==> src/irq_nest_consts.svh <==
`ifndef IRQ_NEST_CONSTS_SVH
`define IRQ_NEST_CONSTS_SVH

// Register byte addresses
`define ADDR_VEC_BASE 32'hffff0014
`define ADDR_NORMAL_VEC 32'hffff001c
`define ADDR_PRIO_A 32'hffff0020
`define ADDR_PRIO_B 32'hffff0024
`define ADDR_PRIO_C 32'hffff0028
`define ADDR_NEST_CTL 32'hffff0030
`define ADDR_NORMAL_ISR 32'hffff003c
`define ADDR_EVT_STATUS 32'hffff0080
`define ADDR_EVT_MASK 32'hffff0084
`define ADDR_FAST_VEC 32'hffff011c
`define ADDR_FAST_ISR 32'hffff013c

// Reset values
`define RST_PRIO 32'h00000000
`define RST_NEST 2'h0
`define RST_ISR 8'h00
`define RST_BASE 16'h0000
`define RST_EVT 3'h0

// Writable bits of the priority registers
`define MASK_PRIO_A 32'h77777770
`define MASK_PRIO_B 32'h77777777
`define MASK_PRIO_C 32'h00777777

// Nesting control bits
`define NEST_NORMAL_BIT 0
`define NEST_FAST_BIT 1

// Vector register fields
`define VEC_BASE_LSB 7
`define VEC_SRC_LSB 2

// Event status bits
`define EVT_NORMAL_CLAIM 0
`define EVT_FAST_CLAIM 1
`define EVT_RETIRE 2

// Level of source zero, which has no field
`define SRC0_LEVEL 3'h7

// Level field positions, first priority register
`define LSB_PLL_LOCK 28
`define LSB_ADC 24
`define LSB_FLASH_CTRL 20
`define LSB_TIMER2 16
`define LSB_TIMER1 12
`define LSB_TIMER0 8
`define LSB_SOFTWARE_INT 4
// Second priority register
`define LSB_SUPPLY_MON 28
`define LSB_COMPARATOR 24
`define LSB_EXT_INT0 20
`define LSB_SERIAL_PERIPH 16
`define LSB_TWOWIRE1_TARGET 12
`define LSB_TWOWIRE1_CTRL 8
`define LSB_TWOWIRE0_TARGET 4
`define LSB_TWOWIRE0_CTRL 0
// Third priority register
`define LSB_PULSE_WIDTH 20
`define LSB_LOGIC_ARRAY1 16
`define LSB_EXT_INT3 12
`define LSB_EXT_INT2 8
`define LSB_LOGIC_ARRAY0 4
`define LSB_EXT_INT1 0

// Bus responses
`define RESP_OKAY 2'h0
`define RESP_SLVERR 2'h2

`endif

==> src/irq_nest_pkg.sv <==
package irq_nest_pkg;

	typedef logic [2:0] level_t;
	typedef logic [4:0] src_t;
	typedef logic [21:0] req_t;
	typedef level_t [21:0] level_vec_t;

	// Arbitration result of one class
	typedef struct packed
	{
		logic valid;
		src_t src;
		level_t level;
	} arb_result_s;

	// Write channel collection state
	typedef enum logic {WR_COLLECT, WR_RESP} wr_state_e;

	// Index of the lowest set in-service bit (highest priority level)
	function automatic level_t lowest_set(input logic [7:0] bits);
		level_t idx;
		idx = 3'h0;
		for (int i = 7; i >= 0; i--)
		begin
			if (bits[i])
				idx = 3'(i);
		end
		return idx;
	endfunction

endpackage

==> src/irq_level_arbiter.sv <==
`timescale 1ns/1ps

module irq_level_arbiter
	import irq_nest_pkg::*;
(
	// Requests and levels
	input wire req_t req_i,
	input wire level_vec_t levels_i,
	// Nesting state
	input wire logic nest_en_i,
	input wire logic [7:0] in_service_i,
	// Selected source
	output arb_result_s result_o
);

	level_t floor_lvl;
	logic blocked;

	// Pick lowest level, then lowest source number; levels ignored without nesting
	always_comb
	begin
		result_o = '0;
		floor_lvl = lowest_set(in_service_i);
		blocked = 1'b0;
		for (int i = 0; i < 22; i++)
		begin
			blocked = nest_en_i && (in_service_i != 8'h00) && (levels_i[i] >= floor_lvl);
			if (req_i[i] && !blocked)
			begin
				if (!result_o.valid || (nest_en_i && levels_i[i] < result_o.level))
				begin
					result_o.valid = 1'b1;
					result_o.src = 5'(i);
					result_o.level = levels_i[i];
				end
			end
		end
	end

endmodule

==> src/irq_priority_nesting_ctrl.sv <==
`timescale 1ns/1ps
`include "irq_nest_consts.svh"

module irq_priority_nesting_ctrl
	import irq_nest_pkg::*;
(
	// Clock and reset
	input wire logic clk_i,
	input wire logic nrst_i,
	// AXI4-Lite write channels
	input wire logic [31:0] s_axi_awaddr_i,
	input wire logic s_axi_awvalid_i,
	output logic s_axi_awready_o,
	input wire logic [31:0] s_axi_wdata_i,
	input wire logic [3:0] s_axi_wstrb_i,
	input wire logic s_axi_wvalid_i,
	output logic s_axi_wready_o,
	output logic [1:0] s_axi_bresp_o,
	output logic s_axi_bvalid_o,
	input wire logic s_axi_bready_i,
	// AXI4-Lite read channels
	input wire logic [31:0] s_axi_araddr_i,
	input wire logic s_axi_arvalid_i,
	output logic s_axi_arready_o,
	output logic [31:0] s_axi_rdata_o,
	output logic [1:0] s_axi_rresp_o,
	output logic s_axi_rvalid_o,
	input wire logic s_axi_rready_i,
	// Enabled pending requests from peripherals
	input wire req_t normal_req_i,
	input wire req_t fast_req_i,
	// Requests to the core and event interrupt
	output logic irq_o,
	output logic fiq_o,
	output logic evt_int_o
);

	// ----------------------------------------------------------------
	// Functions
	// ----------------------------------------------------------------

	// Merge write data into a register under the byte strobes
	function automatic logic [31:0] merge_strb(input logic [31:0] old, input logic [31:0] val,
		input logic [3:0] strb);
		logic [31:0] res;
		res = old;
		for (int b = 0; b < 4; b++)
		begin
			if (strb[b])
				res[b*8 +: 8] = val[b*8 +: 8];
		end
		return res;
	endfunction

	// Spread the three priority registers into one level per source
	function automatic level_vec_t map_levels(input logic [31:0] a, input logic [31:0] b,
		input logic [31:0] c);
		level_vec_t v;
		v[0] = `SRC0_LEVEL;
		v[1] = a[`LSB_SOFTWARE_INT +: 3];
		v[2] = a[`LSB_TIMER0 +: 3];
		v[3] = a[`LSB_TIMER1 +: 3];
		v[4] = a[`LSB_TIMER2 +: 3];
		v[5] = a[`LSB_FLASH_CTRL +: 3];
		v[6] = a[`LSB_ADC +: 3];
		v[7] = a[`LSB_PLL_LOCK +: 3];
		v[8] = b[`LSB_TWOWIRE0_TARGET +: 3];
		v[9] = b[`LSB_TWOWIRE0_CTRL +: 3];
		v[10] = b[`LSB_TWOWIRE1_CTRL +: 3];
		v[11] = b[`LSB_TWOWIRE1_TARGET +: 3];
		v[12] = b[`LSB_SERIAL_PERIPH +: 3];
		v[13] = b[`LSB_EXT_INT0 +: 3];
		v[14] = b[`LSB_COMPARATOR +: 3];
		v[15] = b[`LSB_SUPPLY_MON +: 3];
		v[16] = c[`LSB_LOGIC_ARRAY0 +: 3];
		v[17] = c[`LSB_EXT_INT1 +: 3];
		v[18] = c[`LSB_EXT_INT2 +: 3];
		v[19] = c[`LSB_EXT_INT3 +: 3];
		v[20] = c[`LSB_LOGIC_ARRAY1 +: 3];
		v[21] = c[`LSB_PULSE_WIDTH +: 3];
		return v;
	endfunction

	// Vector word: base and selected source number
	function automatic logic [31:0] vector_word(input logic [15:0] base, input arb_result_s r);
		logic [31:0] w;
		w = 32'h00000000;
		w[`VEC_BASE_LSB +: 16] = base;
		w[`VEC_SRC_LSB +: 5] = r.src;
		return w;
	endfunction

	// ----------------------------------------------------------------
	// State
	// ----------------------------------------------------------------

	logic [31:0] prio_a, prio_b, prio_c, next_prio_a, next_prio_b, next_prio_c;
	logic [1:0] nest_ctl, next_nest_ctl;
	logic [15:0] vec_base, next_vec_base;
	logic [7:0] normal_isr, fast_isr, next_normal_isr, next_fast_isr;
	logic [2:0] evt_status, evt_mask, next_evt_status, next_evt_mask;
	wr_state_e wr_state, next_wr_state;
	logic aw_held, w_held, next_aw_held, next_w_held;
	logic [31:0] awaddr_q, wdata_q, next_awaddr_q, next_wdata_q;
	logic [3:0] wstrb_q, next_wstrb_q;
	logic next_awready, next_wready, next_bvalid, next_arready, next_rvalid;
	logic [1:0] next_bresp, next_rresp;
	logic [31:0] next_rdata, rd_value, base_merged;
	logic rd_hit, wr_fire, rd_fire, next_irq, next_fiq;
	logic normal_claim, fast_claim, normal_retire, fast_retire;
	level_vec_t levels;
	arb_result_s normal_res, fast_res;

	// ----------------------------------------------------------------
	// Arbitration
	// ----------------------------------------------------------------

	assign levels = map_levels(prio_a, prio_b, prio_c);

	irq_level_arbiter u_normal_arb (
		.req_i(normal_req_i),
		.levels_i(levels),
		.nest_en_i(nest_ctl[`NEST_NORMAL_BIT]),
		.in_service_i(normal_isr),
		.result_o(normal_res)
	);

	irq_level_arbiter u_fast_arb (
		.req_i(fast_req_i),
		.levels_i(levels),
		.nest_en_i(nest_ctl[`NEST_FAST_BIT]),
		.in_service_i(fast_isr),
		.result_o(fast_res)
	);

	// ----------------------------------------------------------------
	// Bus handshakes
	// ----------------------------------------------------------------

	assign wr_fire = (wr_state == WR_COLLECT) && aw_held && w_held;
	assign rd_fire = s_axi_arvalid_i && s_axi_arready_o;

	// Collect address and data in either order, then answer
	always_comb
	begin
		next_wr_state = wr_state;
		next_aw_held = aw_held;
		next_w_held = w_held;
		next_awaddr_q = awaddr_q;
		next_wdata_q = wdata_q;
		next_wstrb_q = wstrb_q;
		next_bvalid = s_axi_bvalid_o;
		next_bresp = s_axi_bresp_o;
		case (wr_state)
			WR_COLLECT:
			begin
				if (s_axi_awvalid_i && s_axi_awready_o)
				begin
					next_aw_held = 1'b1;
					next_awaddr_q = s_axi_awaddr_i;
				end
				if (s_axi_wvalid_i && s_axi_wready_o)
				begin
					next_w_held = 1'b1;
					next_wdata_q = s_axi_wdata_i;
					next_wstrb_q = s_axi_wstrb_i;
				end
				if (wr_fire)
				begin
					next_wr_state = WR_RESP;
					next_bvalid = 1'b1;
					next_bresp = (awaddr_q == `ADDR_NORMAL_VEC || awaddr_q == `ADDR_FAST_VEC ||
						!rd_hit_addr(awaddr_q)) ? `RESP_SLVERR : `RESP_OKAY;
				end
			end
			WR_RESP:
			begin
				if (s_axi_bready_i)
				begin
					next_wr_state = WR_COLLECT;
					next_bvalid = 1'b0;
					next_aw_held = 1'b0;
					next_w_held = 1'b0;
				end
			end
			default:
				next_wr_state = WR_COLLECT;
		endcase
		next_awready = (next_wr_state == WR_COLLECT) && !next_aw_held;
		next_wready = (next_wr_state == WR_COLLECT) && !next_w_held;
		next_rvalid = s_axi_rvalid_o;
		next_rdata = s_axi_rdata_o;
		next_rresp = s_axi_rresp_o;
		if (rd_fire)
		begin
			next_rvalid = 1'b1;
			next_rdata = rd_value;
			next_rresp = rd_hit ? `RESP_OKAY : `RESP_SLVERR;
		end
		else if (s_axi_rvalid_o && s_axi_rready_i)
			next_rvalid = 1'b0;
		next_arready = !next_rvalid;
	end

	// Address decode shared by both channels
	function automatic logic rd_hit_addr(input logic [31:0] addr);
		return addr == `ADDR_VEC_BASE || addr == `ADDR_NORMAL_VEC || addr == `ADDR_PRIO_A ||
			addr == `ADDR_PRIO_B || addr == `ADDR_PRIO_C || addr == `ADDR_NEST_CTL ||
			addr == `ADDR_NORMAL_ISR || addr == `ADDR_EVT_STATUS ||
			addr == `ADDR_EVT_MASK || addr == `ADDR_FAST_VEC || addr == `ADDR_FAST_ISR;
	endfunction

	// Read multiplexer; reserved bits return zero
	always_comb
	begin
		rd_hit = rd_hit_addr(s_axi_araddr_i);
		case (s_axi_araddr_i)
			`ADDR_VEC_BASE: rd_value = {16'h0000, vec_base};
			`ADDR_NORMAL_VEC: rd_value = vector_word(vec_base, normal_res);
			`ADDR_FAST_VEC: rd_value = vector_word(vec_base, fast_res);
			`ADDR_PRIO_A: rd_value = prio_a;
			`ADDR_PRIO_B: rd_value = prio_b;
			`ADDR_PRIO_C: rd_value = prio_c;
			`ADDR_NEST_CTL: rd_value = {30'h00000000, nest_ctl};
			`ADDR_NORMAL_ISR: rd_value = {24'h000000, normal_isr};
			`ADDR_FAST_ISR: rd_value = {24'h000000, fast_isr};
			`ADDR_EVT_STATUS: rd_value = {29'h00000000, evt_status};
			`ADDR_EVT_MASK: rd_value = {29'h00000000, evt_mask};
			default: rd_value = 32'h00000000;
		endcase
	end

	// ----------------------------------------------------------------
	// Registers and nesting state
	// ----------------------------------------------------------------

	// Claims on vector reads, retirement on in-service writes
	always_comb
	begin
		next_prio_a = prio_a;
		next_prio_b = prio_b;
		next_prio_c = prio_c;
		next_nest_ctl = nest_ctl;
		next_vec_base = vec_base;
		next_evt_mask = evt_mask;
		next_normal_isr = normal_isr;
		next_fast_isr = fast_isr;
		normal_retire = 1'b0;
		fast_retire = 1'b0;
		base_merged = merge_strb({16'h0000, vec_base}, wdata_q, wstrb_q);
		if (wr_fire)
		begin
			case (awaddr_q)
				`ADDR_PRIO_A: next_prio_a = merge_strb(prio_a, wdata_q, wstrb_q) & `MASK_PRIO_A;
				`ADDR_PRIO_B: next_prio_b = merge_strb(prio_b, wdata_q, wstrb_q) & `MASK_PRIO_B;
				`ADDR_PRIO_C: next_prio_c = merge_strb(prio_c, wdata_q, wstrb_q) & `MASK_PRIO_C;
				`ADDR_NEST_CTL: if (wstrb_q[0]) next_nest_ctl = wdata_q[1:0];
				`ADDR_VEC_BASE: next_vec_base = base_merged[15:0];
				`ADDR_EVT_MASK: if (wstrb_q[0]) next_evt_mask = wdata_q[2:0];
				`ADDR_NORMAL_ISR:
				begin
					// Only the highest-priority set level can go, one per write
					if (wstrb_q[0] && normal_isr != 8'h00 && wdata_q[lowest_set(normal_isr)])
					begin
						next_normal_isr[lowest_set(normal_isr)] = 1'b0;
						normal_retire = 1'b1;
					end
				end
				`ADDR_FAST_ISR:
				begin
					if (wstrb_q[0] && fast_isr != 8'h00 && wdata_q[lowest_set(fast_isr)])
					begin
						next_fast_isr[lowest_set(fast_isr)] = 1'b0;
						fast_retire = 1'b1;
					end
				end
				default: next_evt_mask = evt_mask;
			endcase
		end
		normal_claim = rd_fire && s_axi_araddr_i == `ADDR_NORMAL_VEC &&
			nest_ctl[`NEST_NORMAL_BIT] && normal_res.valid;
		fast_claim = rd_fire && s_axi_araddr_i == `ADDR_FAST_VEC &&
			nest_ctl[`NEST_FAST_BIT] && fast_res.valid;
		if (normal_claim)
			next_normal_isr[normal_res.level] = 1'b1;
		if (fast_claim)
			next_fast_isr[fast_res.level] = 1'b1;
		// Read clears status, but a fresh event in the same cycle wins
		next_evt_status = evt_status;
		if (rd_fire && s_axi_araddr_i == `ADDR_EVT_STATUS)
			next_evt_status = `RST_EVT;
		next_evt_status[`EVT_NORMAL_CLAIM] = next_evt_status[`EVT_NORMAL_CLAIM] | normal_claim;
		next_evt_status[`EVT_FAST_CLAIM] = next_evt_status[`EVT_FAST_CLAIM] | fast_claim;
		next_evt_status[`EVT_RETIRE] = next_evt_status[`EVT_RETIRE] | normal_retire | fast_retire;
		// Levels ignored and no nesting when both bits clear; fast always first
		next_fiq = fast_res.valid;
		next_irq = normal_res.valid && !fast_res.valid;
	end

	// Register every group; synchronous active-low reset
	always_ff @(posedge clk_i)
	begin
		if (!nrst_i)
		begin
			prio_a <= `RST_PRIO;
			prio_b <= `RST_PRIO;
			prio_c <= `RST_PRIO;
			nest_ctl <= `RST_NEST;
			vec_base <= `RST_BASE;
			normal_isr <= `RST_ISR;
			fast_isr <= `RST_ISR;
			evt_status <= `RST_EVT;
			evt_mask <= `RST_EVT;
			wr_state <= WR_COLLECT;
			aw_held <= 1'b0;
			w_held <= 1'b0;
			awaddr_q <= 32'h00000000;
			wdata_q <= 32'h00000000;
			wstrb_q <= 4'h0;
			s_axi_awready_o <= 1'b0;
			s_axi_wready_o <= 1'b0;
			s_axi_bvalid_o <= 1'b0;
			s_axi_bresp_o <= `RESP_OKAY;
			s_axi_arready_o <= 1'b0;
			s_axi_rvalid_o <= 1'b0;
			s_axi_rdata_o <= 32'h00000000;
			s_axi_rresp_o <= `RESP_OKAY;
			irq_o <= 1'b0;
			fiq_o <= 1'b0;
			evt_int_o <= 1'b0;
		end
		else
		begin
			prio_a <= next_prio_a;
			prio_b <= next_prio_b;
			prio_c <= next_prio_c;
			nest_ctl <= next_nest_ctl;
			vec_base <= next_vec_base;
			normal_isr <= next_normal_isr;
			fast_isr <= next_fast_isr;
			evt_status <= next_evt_status;
			evt_mask <= next_evt_mask;
			wr_state <= next_wr_state;
			aw_held <= next_aw_held;
			w_held <= next_w_held;
			awaddr_q <= next_awaddr_q;
			wdata_q <= next_wdata_q;
			wstrb_q <= next_wstrb_q;
			s_axi_awready_o <= next_awready;
			s_axi_wready_o <= next_wready;
			s_axi_bvalid_o <= next_bvalid;
			s_axi_bresp_o <= next_bresp;
			s_axi_arready_o <= next_arready;
			s_axi_rvalid_o <= next_rvalid;
			s_axi_rdata_o <= next_rdata;
			s_axi_rresp_o <= next_rresp;
			irq_o <= next_irq;
			fiq_o <= next_fiq;
			evt_int_o <= |(next_evt_status & next_evt_mask);
		end
	end
endmodule

==> config.mk <==
export PLATFORM = sky130hd
export DESIGN_NAME = irq_priority_nesting_ctrl
export DESIGN_NICKNAME = d
export VERILOG_FILES = /design/src/irq_nest_pkg.sv /design/src/irq_level_arbiter.sv /design/src/irq_priority_nesting_ctrl.sv
export VERILOG_INCLUDE_DIRS = /design/src
export SDC_FILE = /design/constraint.sdc
export NUM_CORES = 1
export LEC_CHECK = 0
export BUFFER_PORTS_ARGS = -buffer_cell sky130_fd_sc_hd__buf_2
export CORE_MARGIN = 2
export CORE_UTILIZATION = 45
export CTS_CLUSTER_DIAMETER = 80
export DETAILED_ROUTE_END_ITERATION = 8
export GPL_TIMING_DRIVEN = 0
export PLACE_DENSITY = 0.63
export RECOVER_POWER = 50
export SYNTH_ARGS = -nofsm -noshare
export SYNTH_HDL_FRONTEND = slang
export SYNTH_HIERARCHICAL = 1
export SYNTH_SLANG_ARGS = --single-unit
==> constraint.sdc <==
create_clock -name clk_i -period 30.5 [get_ports clk_i]
set_input_delay 6.1 -clock clk_i [delete_from_list [all_inputs] [get_ports clk_i]]
set_output_delay 6.1 -clock clk_i [all_outputs]
set_load 0.02 [all_outputs]
==> results.json <==
{
  "leakage_nw": 8.39,
  "dr.pass1.iters": 8,
  "hold_violations": 0,
  "critical_path.max_stage_delay_ps": 740,
  "grt_usage_pct": 33.1,
  "grt_pass1_wl_mm": 118,
  "clock_sinks": 209,
  "fp.dieH_um": 214,
  "drtAntennaViolNets": 0,
  "crit_path_start_kind": "input pin",
  "cts_max_level": 1,
  "utilization_pct": 51.8,
  "ys_warn_count": 6,
  "synthArstFlopShare_pct": 0,
  "postCtsSetupBuffers": 0,
  "via_per_inst": 6.41,
  "initialDrtViolationCount": 2115,
  "antenna_cells": 0,
  "worst_skew_pair.late_latency_ps": 530,
  "status": "completed",
  "ys_seq_area_share_pct": 21.1,
  "min_period_ps": 28940,
  "grt.overflow.total": 0,
  "dp_hpwl_mm": 61.4,
  "hp-start": "awaddr_q[27]$_SDFFE_PN0P_",
  "cts_resized": 0,
  "critPathRequiredTime_ps": 30940,
  "cts_buffers": 22,
  "setup_violations": 0,
  "syn_inst": 2602,
  "ioPinCount": 195,
  "drive_gt1_share_pct": 12.7,
  "finalWirelength_mm": 77.7,
  "worst-setup-path-type": "in2reg",
  "clk_root_buffer_cell": "clkbuf_16",
  "hold_path_class": "reg2reg",
  "place_congestion": 1.01,
  "rsz0062_at_grt": "no",
  "drv_slew": 0,
  "cp_common_cell": "ha_1",
  "r2r_start": "normal_isr[2]$_SDFF_PN0_",
  "initial_core_util_pct": 45.8,
  "synth_area_um2": 19800,
  "synth_top_flop_cell": "dfxtp_1",
  "syn_to_final_growth_pct": 13.0,
  "cap_violations": 0,
  "synth-edff-count": 0,
  "rows": 76,
  "cp-startpoint": "normal_req_i[0]",
  "io_buffers": 184,
  "p_per_area_nw_per_um2": 31.3,
  "hold_buffers": 0,
  "cts.clk_slew.worst_paths_ps": 70,
  "clock_skew_ps": 13.0,
  "max-slew-margin-rel_pct": 17.2,
  "synth.avg_cell_area_um2": 7.62,
  "final_area_um2": 22400,
  "cts_max_path_buffers": 3,
  "grt_pass1_vias": 20400,
  "wl_per_cell_um": 22.6,
  "dieArea_um2": 45700,
  "slowest_stage": "mux2i_1",
  "synth-seq-cells": 209,
  "ir_drop_mv": 0.0363,
  "fin_crit_sh_pct": 94.9,
  "fp.dieW_um": 214,
  "nNetsFinal": 3114,
  "setup_tns_ps": 0,
  "cts_tree": "yes",
  "route.vias.total": 22000,
  "yosysUniqueCellTypes": 131,
  "placedInstanceArea_um2": 21600,
  "antenna_found_initial": 2,
  "worstPathArrival_ps": 29390,
  "grt_max_degree": 23,
  "drc_errors": 0,
  "fmax_mhz": 34.6,
  "core-area_um2": 43300,
  "critPathCaptureType": "flip-flop",
  "tightestPinTransition_ps": 1230,
  "crit_fanout": 10
}
[Yosys cell counts (37+ instances only)]
cell type | n | area [um^2]
nand3_1 | 53 | 265
nand2b_1 | 46 | 288
a21o_1 | 37 | 278
nor3_1 | 38 | 190
o211ai_1 | 41 | 308
clkbuf_1 | 62 | 233
and2_1 | 42 | 263
ha_1 | 128 | 1600
a31oi_1 | 38 | 238
o21ai_0 | 165 | 826
mux2i_1 | 113 | 1130
nand2_1 | 308 | 1160
o21a_1 | 40 | 300
a22oi_1 | 38 | 285
a21oi_1 | 191 | 956
nor2_1 | 257 | 965
dfxtp_1 | 209 | 4180
inv_1 | 112 | 420
[metrics by stage]
step           total power [mW]  hold WS, ps  std cells  worst slack, ps
3_5_place_dp              0.420          446       3395             1040
3_3_place_gp              0.418          435       3392             1310
4_1_cts                   0.699          459       3434             1500
5_1_grt                   0.726          483       3435              132
6_report                  0.702          456       3435             1560
2_1_floorplan             0.378          436       2623             4650
[layout make-up]
cell class                 instances  area, um^2
fill                            4265       20900
buffer                            99         527
timing repair buffer             188         966
inverter                         115         432
multi-input combinational       2200       14800
tap                              585         732
sequential                       209        4180
clock buffer                      30         652
clock inverter                     9         103
[logic make-up after synthesis]
| family | synth area share [%] |
|---|---|
| and+or+nand+nor | 23.9 |
| AOI/OAI and AO/OA | 34.4 |
| buffers and inverters | 4.84 |
| DFF | 21.1 |
| adders and majority gates | 8.79 |
| muxes | 6.86 |
| other | 0.0379 |
| xor gates and xnor gates | 0.0884 |
[registers in the layout, summed over array words and instances, names as in the netlist, 2 cells and up]
name           cells
awaddr_q          32
wdata_q           28
prio_c            18
vec_base          16
prio_b            24
prio_a            21
nest_ctl           2
evt_mask           3
wstrb_q            4
evt_status         3
fast_isr           8
normal_isr         8
s_axi_rdata_o     29
[worst max-delay path: cells and delay by family]
kind | cells | cell delay, ps
simple gates | 21 | 3700
buf+inv | 6 | 720
fa+ha+maj | 10 | 2750
mux | 7 | 2690
compound gates | 54 | 13390
[per-layer routing]
metal	routed length [um]	track usage, %
met5	18	0
met3	5960	4.58
met4	3580	15.8
met2	34100	52.3
met1	34100	44.4
[worst paths after layout]
kind                                             endpoint  slack, ps  depth (start not counted)
worst max-delay path             normal_isr[6]$_SDFF_PN0_       1560                         98
worst min-delay path            awaddr_q[27]$_SDFFE_PN0P_        460                          2
worst max register to register   normal_isr[6]$_SDFF_PN0_       4610                        102
worst min register to register  awaddr_q[27]$_SDFFE_PN0P_        460                          2
[cells in the final DEF, fill, tap and decap left out, types with 14 or more instances in the layout]
cell type,netlist,final
conb_1,2,23
dfxtp_1,209,209
mux2i_1,113,111
and3_1,19,19
a221oi_1,28,28
a31oi_1,38,38
clkbuf_16,0,23
a21boi_0,18,17
o21ai_0,165,165
nand2b_1,46,46
clkbuf_1,62,97
nand2_1,308,308
mux2_2,14,14
nor2b_1,22,22
o211a_1,16,16
o31ai_1,16,14
o21ai_1,31,31
buf_2,7,158
a21oi_1,191,191
ha_1,128,128
inv_1,112,112
nand4_1,23,23
a211o_1,24,24
a21o_1,37,37
a22oi_1,38,38
buf_4,16,16
nor3_1,38,38
o211ai_1,41,41
a211oi_1,19,19
o21a_1,40,40
nand3_1,53,53
and2_1,42,42
o21bai_1,16,16
nor4_1,17,17
nor2_1,257,257
maj3_1,14,14
[power by group]
group          internal, mW  switching [mW]  leakage (nW)
Combinational        0.0510          0.0837          6.33
Clock                 0.167           0.116         0.366
Sequential            0.278         0.00618          1.69
(Power assumes the default switching activity.)
